File: src/hw/timer_gate_pkg.sv
// constants, types and register map of the timer gate control block
package timer_gate_pkg;

  // ==========================================================
  // register map, byte addresses on the apb bus
  localparam logic [7:0] OFS_TIMER_CONTROL = 8'h00;
  localparam logic [7:0] OFS_GATE_CONTROL = 8'h04;
  localparam logic [7:0] OFS_COUNT_LOW = 8'h08;
  localparam logic [7:0] OFS_COUNT_HIGH = 8'h0C;
  localparam logic [7:0] OFS_INT_STATUS = 8'h10;
  localparam logic [7:0] OFS_INT_MASK = 8'h14;

  // ==========================================================
  // field positions
  localparam int TC_TIMER_ON = 0;
  localparam int TC_UNIMPL = 1;
  localparam int GC_ENABLE = 7;
  localparam int GC_POLARITY = 6;
  localparam int GC_TOGGLE = 5;
  localparam int GC_SINGLE = 4;
  localparam int GC_STATUS = 3;
  localparam int GC_LEVEL = 2;
  localparam int GC_SEL_LO = 0;
  localparam int INT_OVERFLOW = 0;
  localparam int INT_GATE_EVENT = 1;
  localparam int INT_BITS = 2;

  // ==========================================================
  // gate source select codes
  localparam logic [1:0] SEL_PIN = 2'h0;
  localparam logic [1:0] SEL_TMR0 = 2'h1;
  localparam logic [1:0] SEL_CMP1 = 2'h2;
  localparam logic [1:0] SEL_CMP2 = 2'h3;

  // ==========================================================
  // reset values
  localparam logic [7:0] RST_BYTE = 8'h00;
  localparam logic [1:0] RST_SEL = 2'h0;
  localparam logic [INT_BITS-1:0] RST_INT = 2'h0;
  localparam logic [31:0] RST_WORD = 32'h00000000;
  localparam logic [15:0] COUNT_MAX = 16'hFFFF;

  // ==========================================================
  // types
  typedef enum logic [2:0] {
    SP_IDLE = 3'b001,
    SP_WAIT = 3'b010,
    SP_RUN = 3'b100
  } pulse_state_t;

  typedef struct packed {
    logic cmp2Out;
    logic cmp1Out;
    logic tmr0Overflow;
    logic gatePin;
  } gate_sources_t;

  typedef struct packed {
    logic [7:0] timerControl;
    logic gateEnable;
    logic gatePolarity;
    logic gateToggleMode;
    logic singlePulseMode;
    logic pulseAcquireStatus;
    logic [1:0] gateSourceSelect;
    logic polPrev;
    logic toggleFf;
    logic togPrev;
    logic gateLevel;
    pulse_state_t pulseState;
    logic [7:0] countLow;
    logic [7:0] countHigh;
    logic [INT_BITS-1:0] intStatus;
    logic [INT_BITS-1:0] intMask;
    logic [31:0] readData;
  } state_t;

endpackage

File: src/hw/timer_gate_control.sv
// gate control and 16-bit count pair of a general-purpose timer
//
// Notes on behaviour
// - gate enable gates counting only while timer on
// - polarity bit picks the active gate level
// - toggle mode flips gate on each rising edge
// - toggle flip-flop held clear when mode disabled
// - single-pulse mode takes over gating when set
// - status reads one while armed, hardware clears
// - clearing single-pulse mode clears the status
// - gate level bit shows sampled applied gate
// - gate level tracks regardless of gate enable
// - two-bit field selects the gate source
// - low count byte readable and writable
// - high count byte readable and writable
// - reset clears control bits and both count bytes
// - timer off stops counting, clears toggle flop
// - armed pulse counts one gate pulse only
// - falling gate level sets gate event flag
// - count wraps to zero and sets overflow flag
`timescale 1ns/10ps

module timer_gate_control (
  // clock and reset
  input wire logic clk,
  input wire logic rst,
  // apb slave
  input wire logic psel,
  input wire logic penable,
  input wire logic pwrite,
  input wire logic [7:0] paddr,
  input wire logic [31:0] pwdata,
  output logic [31:0] prdata,
  output logic pready,
  output logic pslverr,
  // gate sources and count tick
  input timer_gate_pkg::gate_sources_t gateSources,
  input wire logic countTick,
  // outputs to the rest of the chip
  output logic [15:0] countValue,
  output logic gateLevel,
  output logic irq
);

  // ==========================================================
  // address decode
  function automatic logic isMapped(input logic [7:0] addr);
    logic hit;
    hit = 1'b0;
    case (addr)
      timer_gate_pkg::OFS_TIMER_CONTROL: hit = 1'b1;
      timer_gate_pkg::OFS_GATE_CONTROL: hit = 1'b1;
      timer_gate_pkg::OFS_COUNT_LOW: hit = 1'b1;
      timer_gate_pkg::OFS_COUNT_HIGH: hit = 1'b1;
      timer_gate_pkg::OFS_INT_STATUS: hit = 1'b1;
      timer_gate_pkg::OFS_INT_MASK: hit = 1'b1;
      default: hit = 1'b0;
    endcase
    return hit;
  endfunction

  function automatic logic [7:0] gateControlWord(
    input timer_gate_pkg::state_t s
  );
    logic [7:0] w;
    w = timer_gate_pkg::RST_BYTE;
    w[timer_gate_pkg::GC_ENABLE] = s.gateEnable;
    w[timer_gate_pkg::GC_POLARITY] = s.gatePolarity;
    w[timer_gate_pkg::GC_TOGGLE] = s.gateToggleMode;
    w[timer_gate_pkg::GC_SINGLE] = s.singlePulseMode;
    w[timer_gate_pkg::GC_STATUS] = s.pulseAcquireStatus;
    w[timer_gate_pkg::GC_LEVEL] = s.gateLevel;
    w[timer_gate_pkg::GC_SEL_LO+:2] = s.gateSourceSelect;
    return w;
  endfunction

  // ==========================================================
  // state
  timer_gate_pkg::state_t state_q;
  timer_gate_pkg::state_t state_d;

  logic setupPhase;
  logic writeAccess;
  logic readSetup;
  logic timerOn;
  logic selected;
  logic polarized;
  logic toggled;
  logic togRise;
  logic togFall;
  logic applied;
  logic gateFall;
  logic countWrite;
  logic countEnable;
  logic [15:0] countNow;
  logic [15:0] countNext;
  localparam int INT_BITS_W = timer_gate_pkg::INT_BITS;
  logic [INT_BITS_W-1:0] events;

  assign setupPhase = psel && !penable;
  assign readSetup = setupPhase && !pwrite;
  assign writeAccess = psel && penable && pwrite && isMapped(paddr);
  assign timerOn = state_q.timerControl[timer_gate_pkg::TC_TIMER_ON];
  assign countNow = {state_q.countHigh, state_q.countLow};

  // ==========================================================
  // gate source and polarity
  always_comb begin
    case (state_q.gateSourceSelect)
      timer_gate_pkg::SEL_CMP2: selected = gateSources.cmp2Out;
      timer_gate_pkg::SEL_CMP1: selected = gateSources.cmp1Out;
      timer_gate_pkg::SEL_TMR0: selected = gateSources.tmr0Overflow;
      timer_gate_pkg::SEL_PIN: selected = gateSources.gatePin;
      default: selected = gateSources.gatePin;
    endcase
  end

  // active level high when polarity set, low when clear
  assign polarized = state_q.gatePolarity ? selected : !selected;

  // ==========================================================
  // toggle and single-pulse stages
  assign toggled = state_q.gateToggleMode ? state_q.toggleFf : polarized;
  assign togRise = toggled && !state_q.togPrev;
  assign togFall = !toggled && state_q.togPrev;

  always_comb begin
    applied = toggled;
    if (state_q.singlePulseMode) begin
      case (state_q.pulseState)
        timer_gate_pkg::SP_WAIT: applied = togRise;
        timer_gate_pkg::SP_RUN: applied = toggled;
        timer_gate_pkg::SP_IDLE: applied = 1'b0;
        default: applied = 1'b0;
      endcase
    end
  end

  assign gateFall = state_q.gateLevel && !applied;

  // gate enable only matters while the timer runs
  assign countEnable = timerOn && countTick &&
                       (!state_q.gateEnable || state_q.gateLevel);
  assign countWrite = writeAccess &&
                      (paddr == timer_gate_pkg::OFS_COUNT_LOW ||
                       paddr == timer_gate_pkg::OFS_COUNT_HIGH);
  assign countNext = countNow + 16'h0001;

  always_comb begin
    events = '0;
    events[timer_gate_pkg::INT_OVERFLOW] = countEnable && !countWrite &&
      (countNow == timer_gate_pkg::COUNT_MAX);
    events[timer_gate_pkg::INT_GATE_EVENT] = gateFall;
  end

  // ==========================================================
  // next state
  always_comb begin
    state_d = state_q;

    // edge history for the toggle and pulse stages
    state_d.polPrev = polarized;
    state_d.togPrev = toggled;

    // toggle flip-flop
    if (!state_q.gateToggleMode || !timerOn) begin
      state_d.toggleFf = 1'b0;
    end else if (polarized && !state_q.polPrev) begin
      state_d.toggleFf = !state_q.toggleFf;
    end

    // sampled applied gate, kept whatever gate enable says
    state_d.gateLevel = applied;

    // single-pulse sequencer
    case (state_q.pulseState)
      timer_gate_pkg::SP_IDLE: begin
        if (state_q.pulseAcquireStatus && state_q.singlePulseMode) begin
          state_d.pulseState = timer_gate_pkg::SP_WAIT;
        end
      end
      timer_gate_pkg::SP_WAIT: begin
        if (togRise) begin
          state_d.pulseState = timer_gate_pkg::SP_RUN;
        end
      end
      timer_gate_pkg::SP_RUN: begin
        if (togFall) begin
          state_d.pulseState = timer_gate_pkg::SP_IDLE;
          state_d.pulseAcquireStatus = 1'b0;
        end
      end
      default: state_d.pulseState = timer_gate_pkg::SP_IDLE;
    endcase

    // counter
    if (countEnable) begin
      state_d.countLow = countNext[7:0];
      state_d.countHigh = countNext[15:8];
    end

    // sticky interrupt flags, set wins over a clear below
    state_d.intStatus = state_q.intStatus | events;

    // register writes
    if (writeAccess) begin
      case (paddr)
        timer_gate_pkg::OFS_TIMER_CONTROL: begin
          state_d.timerControl = pwdata[7:0];
          state_d.timerControl[timer_gate_pkg::TC_UNIMPL] = 1'b0;
        end
        timer_gate_pkg::OFS_GATE_CONTROL: begin
          state_d.gateEnable = pwdata[timer_gate_pkg::GC_ENABLE];
          state_d.gatePolarity = pwdata[timer_gate_pkg::GC_POLARITY];
          state_d.gateToggleMode = pwdata[timer_gate_pkg::GC_TOGGLE];
          state_d.singlePulseMode = pwdata[timer_gate_pkg::GC_SINGLE];
          state_d.pulseAcquireStatus = pwdata[timer_gate_pkg::GC_STATUS] &&
            pwdata[timer_gate_pkg::GC_SINGLE];
          state_d.gateSourceSelect =
            pwdata[timer_gate_pkg::GC_SEL_LO+:2];
          if (!pwdata[timer_gate_pkg::GC_STATUS] ||
              !pwdata[timer_gate_pkg::GC_SINGLE]) begin
            state_d.pulseState = timer_gate_pkg::SP_IDLE;
          end
        end
        timer_gate_pkg::OFS_COUNT_LOW: begin
          state_d.countLow = pwdata[7:0];
          state_d.countHigh = state_q.countHigh;
        end
        timer_gate_pkg::OFS_COUNT_HIGH: begin
          state_d.countHigh = pwdata[7:0];
          state_d.countLow = state_q.countLow;
        end
        timer_gate_pkg::OFS_INT_STATUS: begin
          for (int i = 0; i < INT_BITS_W; i++) begin
            if (pwdata[i] && !events[i]) begin
              state_d.intStatus[i] = 1'b0;
            end
          end
        end
        timer_gate_pkg::OFS_INT_MASK: begin
          state_d.intMask = pwdata[INT_BITS_W-1:0];
        end
        default: state_d.intMask = state_q.intMask;
      endcase
    end

    // read data captured in the setup phase
    if (readSetup) begin
      case (paddr)
        timer_gate_pkg::OFS_TIMER_CONTROL:
          state_d.readData = {24'h000000, state_q.timerControl};
        timer_gate_pkg::OFS_GATE_CONTROL:
          state_d.readData = {24'h000000, gateControlWord(state_q)};
        timer_gate_pkg::OFS_COUNT_LOW:
          state_d.readData = {24'h000000, state_q.countLow};
        timer_gate_pkg::OFS_COUNT_HIGH:
          state_d.readData = {24'h000000, state_q.countHigh};
        timer_gate_pkg::OFS_INT_STATUS:
          state_d.readData = {30'h00000000, state_q.intStatus};
        timer_gate_pkg::OFS_INT_MASK:
          state_d.readData = {30'h00000000, state_q.intMask};
        default: state_d.readData = timer_gate_pkg::RST_WORD;
      endcase
    end
  end

  // ==========================================================
  // state register
  always_ff @(posedge clk) begin
    if (rst) begin
      // power-on and brown-out reset clears all control bits
      state_q.timerControl <= timer_gate_pkg::RST_BYTE;
      state_q.gateEnable <= 1'b0;
      state_q.gatePolarity <= 1'b0;
      state_q.gateToggleMode <= 1'b0;
      state_q.singlePulseMode <= 1'b0;
      state_q.pulseAcquireStatus <= 1'b0;
      state_q.gateSourceSelect <= timer_gate_pkg::RST_SEL;
      state_q.polPrev <= 1'b0;
      state_q.toggleFf <= 1'b0;
      state_q.togPrev <= 1'b0;
      state_q.gateLevel <= 1'b0;
      state_q.pulseState <= timer_gate_pkg::SP_IDLE;
      state_q.countLow <= timer_gate_pkg::RST_BYTE;
      state_q.countHigh <= timer_gate_pkg::RST_BYTE;
      state_q.intStatus <= timer_gate_pkg::RST_INT;
      state_q.intMask <= timer_gate_pkg::RST_INT;
      state_q.readData <= timer_gate_pkg::RST_WORD;
    end else begin
      state_q <= state_d;
    end
  end

  // ==========================================================
  // outputs
  assign prdata = state_q.readData;
  assign pready = 1'b1;
  assign pslverr = psel && penable && !isMapped(paddr);
  assign countValue = countNow;
  assign gateLevel = state_q.gateLevel;
  assign irq = |(state_q.intStatus & state_q.intMask);

endmodule

File: config.mk
export PLATFORM = sky130hd
export DESIGN_NAME = timer_gate_control
export DESIGN_NICKNAME = d
export VERILOG_FILES = /design/src/hw/timer_gate_pkg.sv /design/src/hw/timer_gate_control.sv
export SDC_FILE = /design/constraint.sdc
export NUM_CORES = 1
export LEC_CHECK = 0
export BUFFER_PORTS_ARGS = -buffer_cell sky130_fd_sc_hd__buf_2
export CORE_MARGIN = 2
export CORE_UTILIZATION = 37
export DETAILED_ROUTE_END_ITERATION = 8
export HOLD_SLACK_MARGIN = 0.03
export SLEW_MARGIN = 10
export SYNTH_ARGS = -nofsm -noshare
export SYNTH_HDL_FRONTEND = slang
export SYNTH_SLANG_ARGS = --single-unit
File: constraint.sdc
create_clock -name clk -period 2.8 [get_ports clk]
set_clock_uncertainty 0.15 [all_clocks]
set_input_delay 0.42 -clock clk [delete_from_list [all_inputs] [get_ports clk]]
set_output_delay 0.42 -clock clk [all_outputs]
set_load 0.02 [all_outputs]
# --- After elaboration in Yosys (flattened, before gate mapping) ---
# Index checks and enable logic that the tools add are counted.
word_totals:
  register_bits: 73
  inputBits: 50
  output_inout_bits: 52
  elab_cells: 106
classes:
  n_addsub: 1
  eq_ne: 14
  muxes: 24
  bitwise_logic: 2
  n_reduce_logical: 48
ops:
  columns: ["op", "n"]
  rows:
  - ["8-bit case mux with 6 select lines", 1]
  - ["16-bit case mux with 2 select lines", 1]
  - ["23-bit 2-to-1 mux", 1]
  - ["3-bit 2-to-1 mux", 7]
  - ["1-bit logical AND", 19]
  - ["1-bit zero test", 17]
  - ["16-bit by 1-bit adder with 16-bit output, second input constant", 1]
  - ["16-bit == test, second input constant", 1]
  - ["8-bit by 4-bit == test with 1-bit output, second input constant", 2]
  - ["8-bit by 5-bit == test with 1-bit output, second input constant", 2]
  - ["16-bit 2-to-1 mux", 1]
  - ["3-bit case mux with 3 select lines", 1]
  - ["8-bit by 3-bit == test with 1-bit output, second input constant", 1]
  - ["8-bit zero test", 1]
  - ["1-bit 2-to-1 mux", 8]
  - ["2-bit AND reduction", 3]
  - ["6-bit OR reduction", 1]
  - ["2-bit == test, second input constant", 2]
  - ["1-bit logical OR", 4]
  - ["2-bit 2-to-1 mux", 2]
  - ["2-bit != test, second input constant", 2]
  - ["1-bit case mux with 4 select lines", 1]
  - ["2-bit OR reduction", 2]
  - ["3-bit by 1-bit == test with 1-bit output, second input constant", 1]
  - ["other kinds (7)", 7]

# --- Logic depth before layout (Yosys ltp) ---
# Gate-level depths: netlist of the first run.
depth:
  word_depth: 15
  ltp_mapped: 8
  ltp_nobuf: 6

# --- Least setup slack after synthesis of the first run ---
# No wires, ideal clock.
synth_timing:
  kind: "input port to flip-flop"
  from: "input port paddr[1]"
  to: "register state_q, in the netlist countValue[14]"
  setup_time_ns: 0.134
  arrival_time_ns: 1.890
  required_time_ns: 2.516
  path_slack_ns: 0.626
  stages: 6
  path_buffers: 2
  path_cell_list: "or4b_4 -> or3_1 -> buf_2 -> buf_4 -> a211oi_1 -> a211oi_1"
synth_via:
  elab_chain_cells: 5
  elab_cells_between_ends: 12
  classes_between: "eq/ne (6); mux (3); reduce/logical (3)"
synth_lines:
  columns: ["item", "line", "source"]
  rows:
  - ["start: declaration", "timer_gate_control.sv:31", "input wire logic [7:0] paddr,"]
  - ["8-bit by 4-bit == test with 1-bit output, or another cell as far along", "timer_gate_control.sv:50, timer_gate_control.sv:207", null]
  - ["6-bit OR reduction (no source line)", null, null]
  - ["1-bit 2-to-1 mux", "timer_gate_control.sv:50", "case (addr)"]
  - ["1-bit logical AND", "timer_gate_control.sv:102", "assign writeAccess = psel && penable && pwrite && isMapped(paddr);"]
  - ["2-bit != test (no source line) or 23-bit 2-to-1 mux (tied branches)", null, null]
  - ["end signal: assignment", "timer_gate_control.sv:291", "state_q <= state_d;"]
  - ["end: declaration", "timer_gate_control.sv:79", "timer_gate_pkg::state_t state_q;"]
# Parallel ways exist; a longest one is shown, timed or not.
# A chain may end at the register's enable or synchronous reset.

# --- Final worst setup path of the first run ---
layout_timing:
  from: "register state_q, in the netlist countValue[3]"
  to: "register state_q[34] (netlist name)"
layout_via:
  elab_chain_cells: 7
  elab_cells_between_ends: 8
  classes_between: "eq/ne (1); mux (3); bitwise (1); reduce/logical (3)"
layout_lines:
  columns: ["item", "line", "source"]
  rows:
  - ["16-bit == test *", "timer_gate_control.sv:152", "(countNow == timer_gate_pkg::COUNT_MAX);"]
  - ["1-bit logical AND *", "timer_gate_control.sv:151", "events[timer_gate_pkg::INT_OVERFLOW] = countEnable && !countWrite &&"]
  - ["1-bit zero test", "timer_gate_control.sv:236", "if (pwdata[i] && !events[i]) begin"]
  - ["1-bit logical AND", "timer_gate_control.sv:236", null]
  - ["1-bit 2-to-1 mux", "timer_gate_control.sv:236", null]
  - ["2-bit 2-to-1 mux", "timer_gate_control.sv:207", "case (paddr)"]
  - ["23-bit 2-to-1 mux *", "timer_gate_control.sv:206", "if (writeAccess) begin"]
# Every way passes the cells marked *; elsewhere a longest branch is shown, timed or not.

==> out/summary.log, run 1 <==
qor: sta.timing.max_slew.rel_slack 46.2%
qor: sta.grt_setup_unrepaired no
qor: worst_setup_path.startpoint_class flip-flop
qor: detailed_routing.drt-vias-per-instance 5.24
qor: global_routing.busiest_layer met2
qor: power_and_ir_drop.p_leak 1.31 nW
qor: floorplanning.placementRows 32
qor: worst_setup_path.critPathMaxFanout 9
qor: global_routing.gr_layer_usage_met3 3.13%
qor: yosys.number_of_synthesized_register_bits 49
qor: sta.clock.fmax 448 MHz
qor: floorplanning.num_io_pins 102
qor: sta.setup-violations-final 0
qor: final_layout.fin_area 3190 um2
qor: detailed_routing.drt_iter0_drc 193
qor: clock_network.cts-resized-gates 0
qor: yosys.synth-seq-area-share 32.7%
qor: clock_network.cts-root-buf sky130_fd_sc_hd__clkbuf_8
qor: clock_network.clockBufferDepth 2
qor: sta.final.period_utilization 79.7%
qor: global_routing.met1_usage 24.0%
qor: clock_network.cts.clk_slew.worst_paths 0.10 ns
qor: worst_setup_path.timing_worst_setup_path_type reg -> reg
qor: placement.port_buffers 52
qor: yosys.synth-async-reset-ratio 0%
qor: yosys.synthesis.yosys.warnings 0
qor: sta.finalSetupTns 0 ns
qor: worst_setup_path.worst_ep_arrival_time 2.33 ns
qor: global_routing.first_global_vias 2384
qor: global_routing.grtUsageTotal 17.6%
qor: floorplanning.placeableCoreArea 7810 um2
qor: global_routing.antenna_found_initial 0
qor: run_status.run_status completed
qor: floorplanning.floorplan.initialDensity 38.5%
qor: floorplanning.die-width 94.1 um
qor: global_routing.grt.met2_usage 28.5%
qor: clock_network.h-tree-depth 2
qor: final_layout.final_nets 430
qor: final_layout.layoutNonFillerInstCount 482
qor: yosys.synth.cell_area 3000 um2
qor: global_routing.pin_count_of_the_biggest_net_entering_global_routing 41
qor: clock_network.cts_tree yes
qor: detailed_routing.ant_nets 0
qor: placement.post-place-cells 474
qor: job.drv.max_cap_violation_count 0
qor: worst_setup_path.cp-end-kind flip-flop
qor: yosys.yosys_most_used_dff sky130_fd_sc_hd__dfxtp_1
qor: worst_setup_path.cp.required 2.90 ns
qor: hold_path.hold_class in -> reg
qor: detailed_routing.detail_route.drc_violations 0
qor: power_and_ir_drop.cellPowerDensity 423 nW/um2
qor: yosys.synthesis.area_per_instance 8.39 um2
qor: placement.place_worst_setup_slack 0.305 ns
qor: clock_network.cts.sink_count 49
qor: sta.finalCriticalPeriod 2.23 ns
qor: global_routing.grt_pass1_wl 12.1 mm
qor: yosys.synth_enable_flop_cells 0
qor: floorplanning.dieHeight 94.1 um
qor: sta.hold_viol_final 0
qor: placement.globalplace.congestion 0.840
qor: placement.detailedPlacementHpwl 5.48 mm
qor: detailed_routing.dr_total_vias 2526
qor: sta.worst_slew_pin_slew 0.808 ns
qor: final_layout.antenna_cells 0
qor: floorplanning.dieArea 8860 um2
qor: yosys.number_of_cells_produced_by_synthesis 358
qor: clock_network.insertion_delay 0.31 ns
qor: global_routing.overflow 0
qor: final_layout.fraction_of_final_layout_cells_sized_beyond_drive_strength_1 23.2%
qor: power_and_ir_drop.vdd.ir_drop.worst 0.174 mV
qor: clock_network.postCtsSetupBuffers 0
qor: final_layout.areaGrowthSynthToFinish 6.08%
qor: yosys.synth_cell_types 53
qor: placement.detailed_place.area 3070 um2
qor: sta.timing.final.ws_setup 0.569 ns
qor: clock_network.hold_buffers 0
qor: clock_network.tritoncts.num_buffers 5
qor: sta.pins_over_their_slew_limit 0
qor: detailed_routing.dr_wl_cell 15.3 um
qor: detailed_routing.wirelength 7.38 mm
qor: detailed_routing.drt-pass1-iter-count 4
==> cells by family after synthesis <==
family | count (synthesis) | synth area share, %
adders and majority gates | 1 | 0.416
and+or+nand+nor | 130 | 23.6
xor gates and xnor gates | 3 | 0.875
muxes | 25 | 11.7
other | 2 | 0.250
DFF | 49 | 32.7
AOI/OAI and AO/OA | 70 | 14.1
buffers and inverters | 78 | 16.5
==> state kept, by name (all words and copies together), names as in the netlist <==
register / flops
prdata: 8
state_q: 24
gateLevel: 1
countValue: 16
==> worst max-delay path: stages (launching register included) <==
cell and delay (ns):
sky130_fd_sc_hd__dfxtp_1 0.52, sky130_fd_sc_hd__and3_1 0.39, sky130_fd_sc_hd__and3_1 0.42, sky130_fd_sc_hd__nand4_1 0.18, sky130_fd_sc_hd__or2_2 0.36, sky130_fd_sc_hd__a21oi_1 0.14
==> path summary, 6_finish.rpt <==
path	startpoint	to	slack, ns	depth (start not counted)
setup / recovery	countValue[3]$_SDFFE_PP0P_	state_q[34]$_SDFF_PP0_	0.57	5
hold / removal	pwdata[1]	state_q[33]$_SDFFE_PP0P_	0.23	3
setup reg to reg	countValue[3]$_SDFFE_PP0P_	state_q[34]$_SDFF_PP0_	0.57	5
hold reg to reg	prdata[6]$_SDFFE_PP0P_	prdata[6]$_SDFFE_PP0P_	0.31	2
==> layout make-up <==
cell class	count	area, um2
Tap cell	102	128
Multi-Input combinational cell	254	1620
Sequential cell	49	981
Clock inverter	3	43.8
Inverter	10	37.5
Clock buffer	5	68.8
Timing Repair Buffer	59	313
Fill cell	824	4620
==> metrics by stage <==
stage               utilization [%]  hold WS (ns)  total power, W
global placement               39.4         0.286        0.000833
finish                         40.8         0.232         0.00135
global route                   40.8         0.248         0.00140
detailed placement             39.4         0.289        0.000834
CTS                            40.8         0.230         0.00136
floorplan                         -         0.276        0.000820
==> cell usage in the layout, fill, tap and decap left out, drive strengths merged, types with 4 or more instances in the layout <==
cell	instances
and3	5
conb	25
a21oi	24
nor2b	4
or3	4
nand4	5
nor4	6
mux2i	16
nand3	9
nor3b	4
a211oi	5
clkbuf	5
nor2	32
o21ai	21
nand2	25
inv	11
mux4	8
buf	59
nor3	15
dfxtp	49
a31oi	8
==> routing by layer <==
layer / vias to the layer above / wire length, um
met5: - / 0
met4: 0 / 88
met3: 6 / 371
met2: 81 / 3520
met1: 1193 / 3400
li1: 1246 / -
==> synth_stat cells (2+ instances only) <==
| master | count | area share (%) |
|---|---|---|
| sky130_fd_sc_hd__nor3_2 | 2 | 0.67 |
| sky130_fd_sc_hd__a21oi_1 | 24 | 4.0 |
| sky130_fd_sc_hd__or3b_2 | 3 | 0.87 |
| sky130_fd_sc_hd__nor2b_1 | 4 | 0.83 |
| sky130_fd_sc_hd__nor3b_1 | 4 | 1.0 |
| sky130_fd_sc_hd__inv_1 | 10 | 1.2 |
| sky130_fd_sc_hd__nand2b_1 | 2 | 0.42 |
| sky130_fd_sc_hd__nand2_1 | 25 | 3.1 |
| sky130_fd_sc_hd__conb_1 | 2 | 0.25 |
| sky130_fd_sc_hd__a2bb2oi_1 | 2 | 0.58 |
| sky130_fd_sc_hd__or3_1 | 4 | 0.83 |
| sky130_fd_sc_hd__nand3b_1 | 3 | 0.75 |
| sky130_fd_sc_hd__dfxtp_1 | 49 | 33 |
| sky130_fd_sc_hd__o21a_1 | 2 | 0.50 |
| sky130_fd_sc_hd__buf_2 | 5 | 0.83 |
| sky130_fd_sc_hd__a211oi_1 | 5 | 1.2 |
| sky130_fd_sc_hd__a41oi_1 | 2 | 0.58 |
| sky130_fd_sc_hd__a31oi_1 | 8 | 1.7 |
| sky130_fd_sc_hd__o21ai_1 | 4 | 0.67 |
| sky130_fd_sc_hd__nor4_1 | 5 | 1.0 |
| sky130_fd_sc_hd__xor2_1 | 2 | 0.58 |
| sky130_fd_sc_hd__mux2i_1 | 16 | 5.3 |
| sky130_fd_sc_hd__nor2_1 | 31 | 3.9 |
| sky130_fd_sc_hd__nand4_1 | 5 | 1.0 |
| sky130_fd_sc_hd__nand3_1 | 9 | 1.5 |
| sky130_fd_sc_hd__and3_1 | 5 | 1.0 |
| sky130_fd_sc_hd__nor3_1 | 13 | 2.2 |
| sky130_fd_sc_hd__clkbuf_1 | 11 | 1.4 |
| sky130_fd_sc_hd__nor4b_1 | 2 | 0.58 |
| sky130_fd_sc_hd__and2_1 | 2 | 0.42 |
| sky130_fd_sc_hd__o21ai_0 | 17 | 2.8 |
| sky130_fd_sc_hd__mux4_2 | 8 | 6.0 |
| sky130_fd_sc_hd__buf_4 | 50 | 12 |
| sky130_fd_sc_hd__or2_2 | 3 | 0.62 |
==> power breakdown <==
group / internal (W) / total, W / switching, W
Clock: 0.000268 / 0.000531 / 0.000262
Sequential: 0.000700 / 0.000702 / 0.00000250
Combinational: 0.0000317 / 0.000116 / 0.0000841
Power figures use the tool's default switching activity.
==> run 2, diff against run 1 <==
clock period = 2.1 ns   (was 2.8 ns; I/O delays follow)
==> out/summary.log, run 2 (same netlist as run 1, synthesis figures left out) <==
qor: detailed_routing.drt-pass1-iter-count 4
qor: worst_setup_path.startpoint_class flip-flop
qor: worst_setup_path.cp-end-kind flip-flop
qor: clock_network.tritoncts.num_buffers 5
qor: floorplanning.dieArea 8860 um2
qor: final_layout.mostFrequentLayoutCell sky130_fd_sc_hd__buf_2
qor: sta.pins_over_their_slew_limit 0
qor: floorplanning.placeableCoreArea 7810 um2
qor: detailed_routing.dr_total_vias 2652
qor: global_routing.first_global_vias 2466
qor: sta.grt_setup_unrepaired no
qor: final_layout.fraction_of_final_layout_cells_sized_beyond_drive_strength_1 29.7%
qor: detailed_routing.drt-vias-per-instance 5.14
qor: final_layout.fill_cells 803
qor: job.drv.max_cap_violation_count 0
qor: final_layout.final_cell_mix sky130_fd_sc_hd__buf_2, sky130_fd_sc_hd__dfxtp_1, sky130_fd_sc_hd__buf_4
qor: sta.final.period_utilization 94.2%
qor: hold_path.min_delay_path_depth 3
qor: sta.clock.fmax 506 MHz
qor: placement.detailedPlacementHpwl 5.81 mm
qor: worst_setup_path.critical_path.cell_chain ha_1 -> nand2_1 -> nor3_2 -> nand3_1 -> or3b_2 -> a31oi_1
qor: final_layout.layoutNonFillerInstCount 516
qor: worst_setup_path.cp.required 2.19 ns
qor: final_layout.final_util 44.0%
qor: sta.finalCriticalPeriod 1.98 ns
qor: hold_path.hold_class in -> reg
qor: detailed_routing.dr_wl_cell 14.6 um
qor: final_layout.largest_register_ffs 24
qor: global_routing.overflow 0
qor: global_routing.pin_count_of_the_biggest_net_entering_global_routing 21
qor: placement.place_worst_setup_slack -0.243 ns
qor: detailed_routing.drt_iter0_drc 146
qor: placement.post-place-cells 508
qor: sta.hold_viol_final 0
qor: clock_network.cts-root-buf sky130_fd_sc_hd__clkbuf_8
qor: worst_setup_path.cpPeakStageDelay 0.48 ns
qor: clock_network.cts.clk_slew.worst_paths 0.09 ns
qor: floorplanning.dieHeight 94.1 um
qor: worst_setup_path.count_of_buffering_cells_on_the_critical_path_with_inverters_included 0
qor: worst_setup_path.critPathTopFamily simple AND/OR/NAND/NOR gates
qor: worst_setup_path.worst_ep_arrival_time 2.07 ns
qor: final_layout.final_nets 464
qor: placement.globalplace.congestion 0.883
qor: final_layout.antenna_cells 0
qor: global_routing.antenna_found_initial 0
qor: worst_setup_path.critPathMaxFanout 5
qor: sta.setup-violations-final 0
qor: floorplanning.floorplan.initialDensity 38.5%
qor: detailed_routing.ant_nets 0
qor: run_status.run_status completed
qor: worst_setup_path.worst_path_max_delay_cell sky130_fd_sc_hd__or3b_2
qor: clock_network.hold_buffers 0
qor: floorplanning.placementRows 32
qor: clock_network.insertion_delay 0.31 ns
qor: clock_network.cts_tree yes
qor: global_routing.grtUsageTotal 17.3%
qor: hold_path.worst_hold_path.endpoint state_q[33]$_SDFFE_PP0P_
qor: sta.timing.final.ws_setup 0.122 ns
qor: global_routing.grt_pass1_wl 12.2 mm
qor: worst_setup_path.reg2reg_slack 0.12 ns
qor: final_layout.largest-register state_q
qor: worst_setup_path.crit-reg2reg-capture countValue[10]$_SDFFE_PP0P_
qor: clock_network.postCtsSetupBuffers 0
qor: clock_network.cts.sink_count 49
qor: worst_setup_path.regToRegStartpoint countValue[0]$_SDFFE_PP0P_
qor: floorplanning.num_io_pins 102
qor: floorplanning.die-width 94.1 um
qor: worst_setup_path.r2r.worst_path.cells 6
qor: clock_network.h-tree-depth 2
qor: worst_setup_path.timing_worst_setup_path_type reg -> reg
qor: detailed_routing.detail_route.drc_violations 0
qor: final_layout.areaGrowthSynthToFinish 14.4%
qor: clock_network.clockBufferDepth 2
qor: placement.port_buffers 52
qor: power_and_ir_drop.p_leak 1.48 nW
qor: hold_path.hold_path.startpoint pwdata[1]
qor: power_and_ir_drop.vdd.ir_drop.worst 0.241 mV
qor: detailed_routing.wirelength 7.54 mm
qor: power_and_ir_drop.cellPowerDensity 490 nW/um2
run 2: worst max-delay path by stage:
stage / start / to / slack, ns / cells past startpoint
2_1_floorplan: paddr[1] / countValue[14]$_SDFFE_PP0P_ / 0.03 / 6
3_3_place_gp: paddr[1] / countValue[7]$_SDFFE_PP0P_ / -0.20 / 7
3_5_place_dp: paddr[1] / countValue[7]$_SDFFE_PP0P_ / -0.24 / 7
4_1_cts: paddr[1] / countValue[7]$_SDFFE_PP0P_ / 0.05 / 7
5_1_grt: countValue[0]$_SDFFE_PP0P_ / countValue[10]$_SDFFE_PP0P_ / 0.02 / 6
6_report: countValue[0]$_SDFFE_PP0P_ / countValue[10]$_SDFFE_PP0P_ / 0.12 / 6
run 2: layout make-up:
class	count	area (um2)	area share (%)
tap	102	128	3.71
timing repair buffer	93	581	16.9
clock inverter	3	21.3	0.619
sequential	49	981	28.5
inverter	10	37.5	1.09
clock buffer	5	68.8	2.00
multi-input combinational	254	1620	47.1
run 2: through the flow:
stage               setup TNS, ns  area, um2  power, W  hold slack (ns)
CTS                             0       3430   0.00170            0.135
finish                          0       3440   0.00168            0.135
detailed placement          -2.64       3340   0.00113            0.290
global route                    0       3440   0.00174            0.138
floorplan                       0       3090   0.00109            0.276
global placement            -2.42       3340   0.00113            0.281
run 2: timing repair:
| item | CTS | global route |
|---|---|---|
| endpoints found under the hold margin | 0 | 0 |
| resized for setup | 0 | 1 |
| endpoints found under the setup margin | 0 | 1 |
run 2: power by group:
| part | switching, W | internal [W] | leakage [nW] |
|---|---|---|---|
| clock | 0.000340 | 0.000237 | 0.0445 |
| sequential | 0.00000267 | 0.000933 | 0.395 |
| combinational | 0.000115 | 0.0000567 | 1.04 |
| total | 0.000458 | 0.00123 | 1.48 |
run 2: per-layer routing:
layer	global-route usage (%)	vias to the layer above	wire length (um)
li1	-	1310	-
met1	24.0	1252	3510
met2	27.7	77	3580
met3	2.65	13	338
met5	0	-	0
met4	5.19	0	108
run 2: tightest hold or removal path, stage by stage:
cell	delay, ns
sky130_fd_sc_hd__buf_2	0.10
sky130_fd_sc_hd__mux2i_1	0.07
sky130_fd_sc_hd__nor2_1	0.07
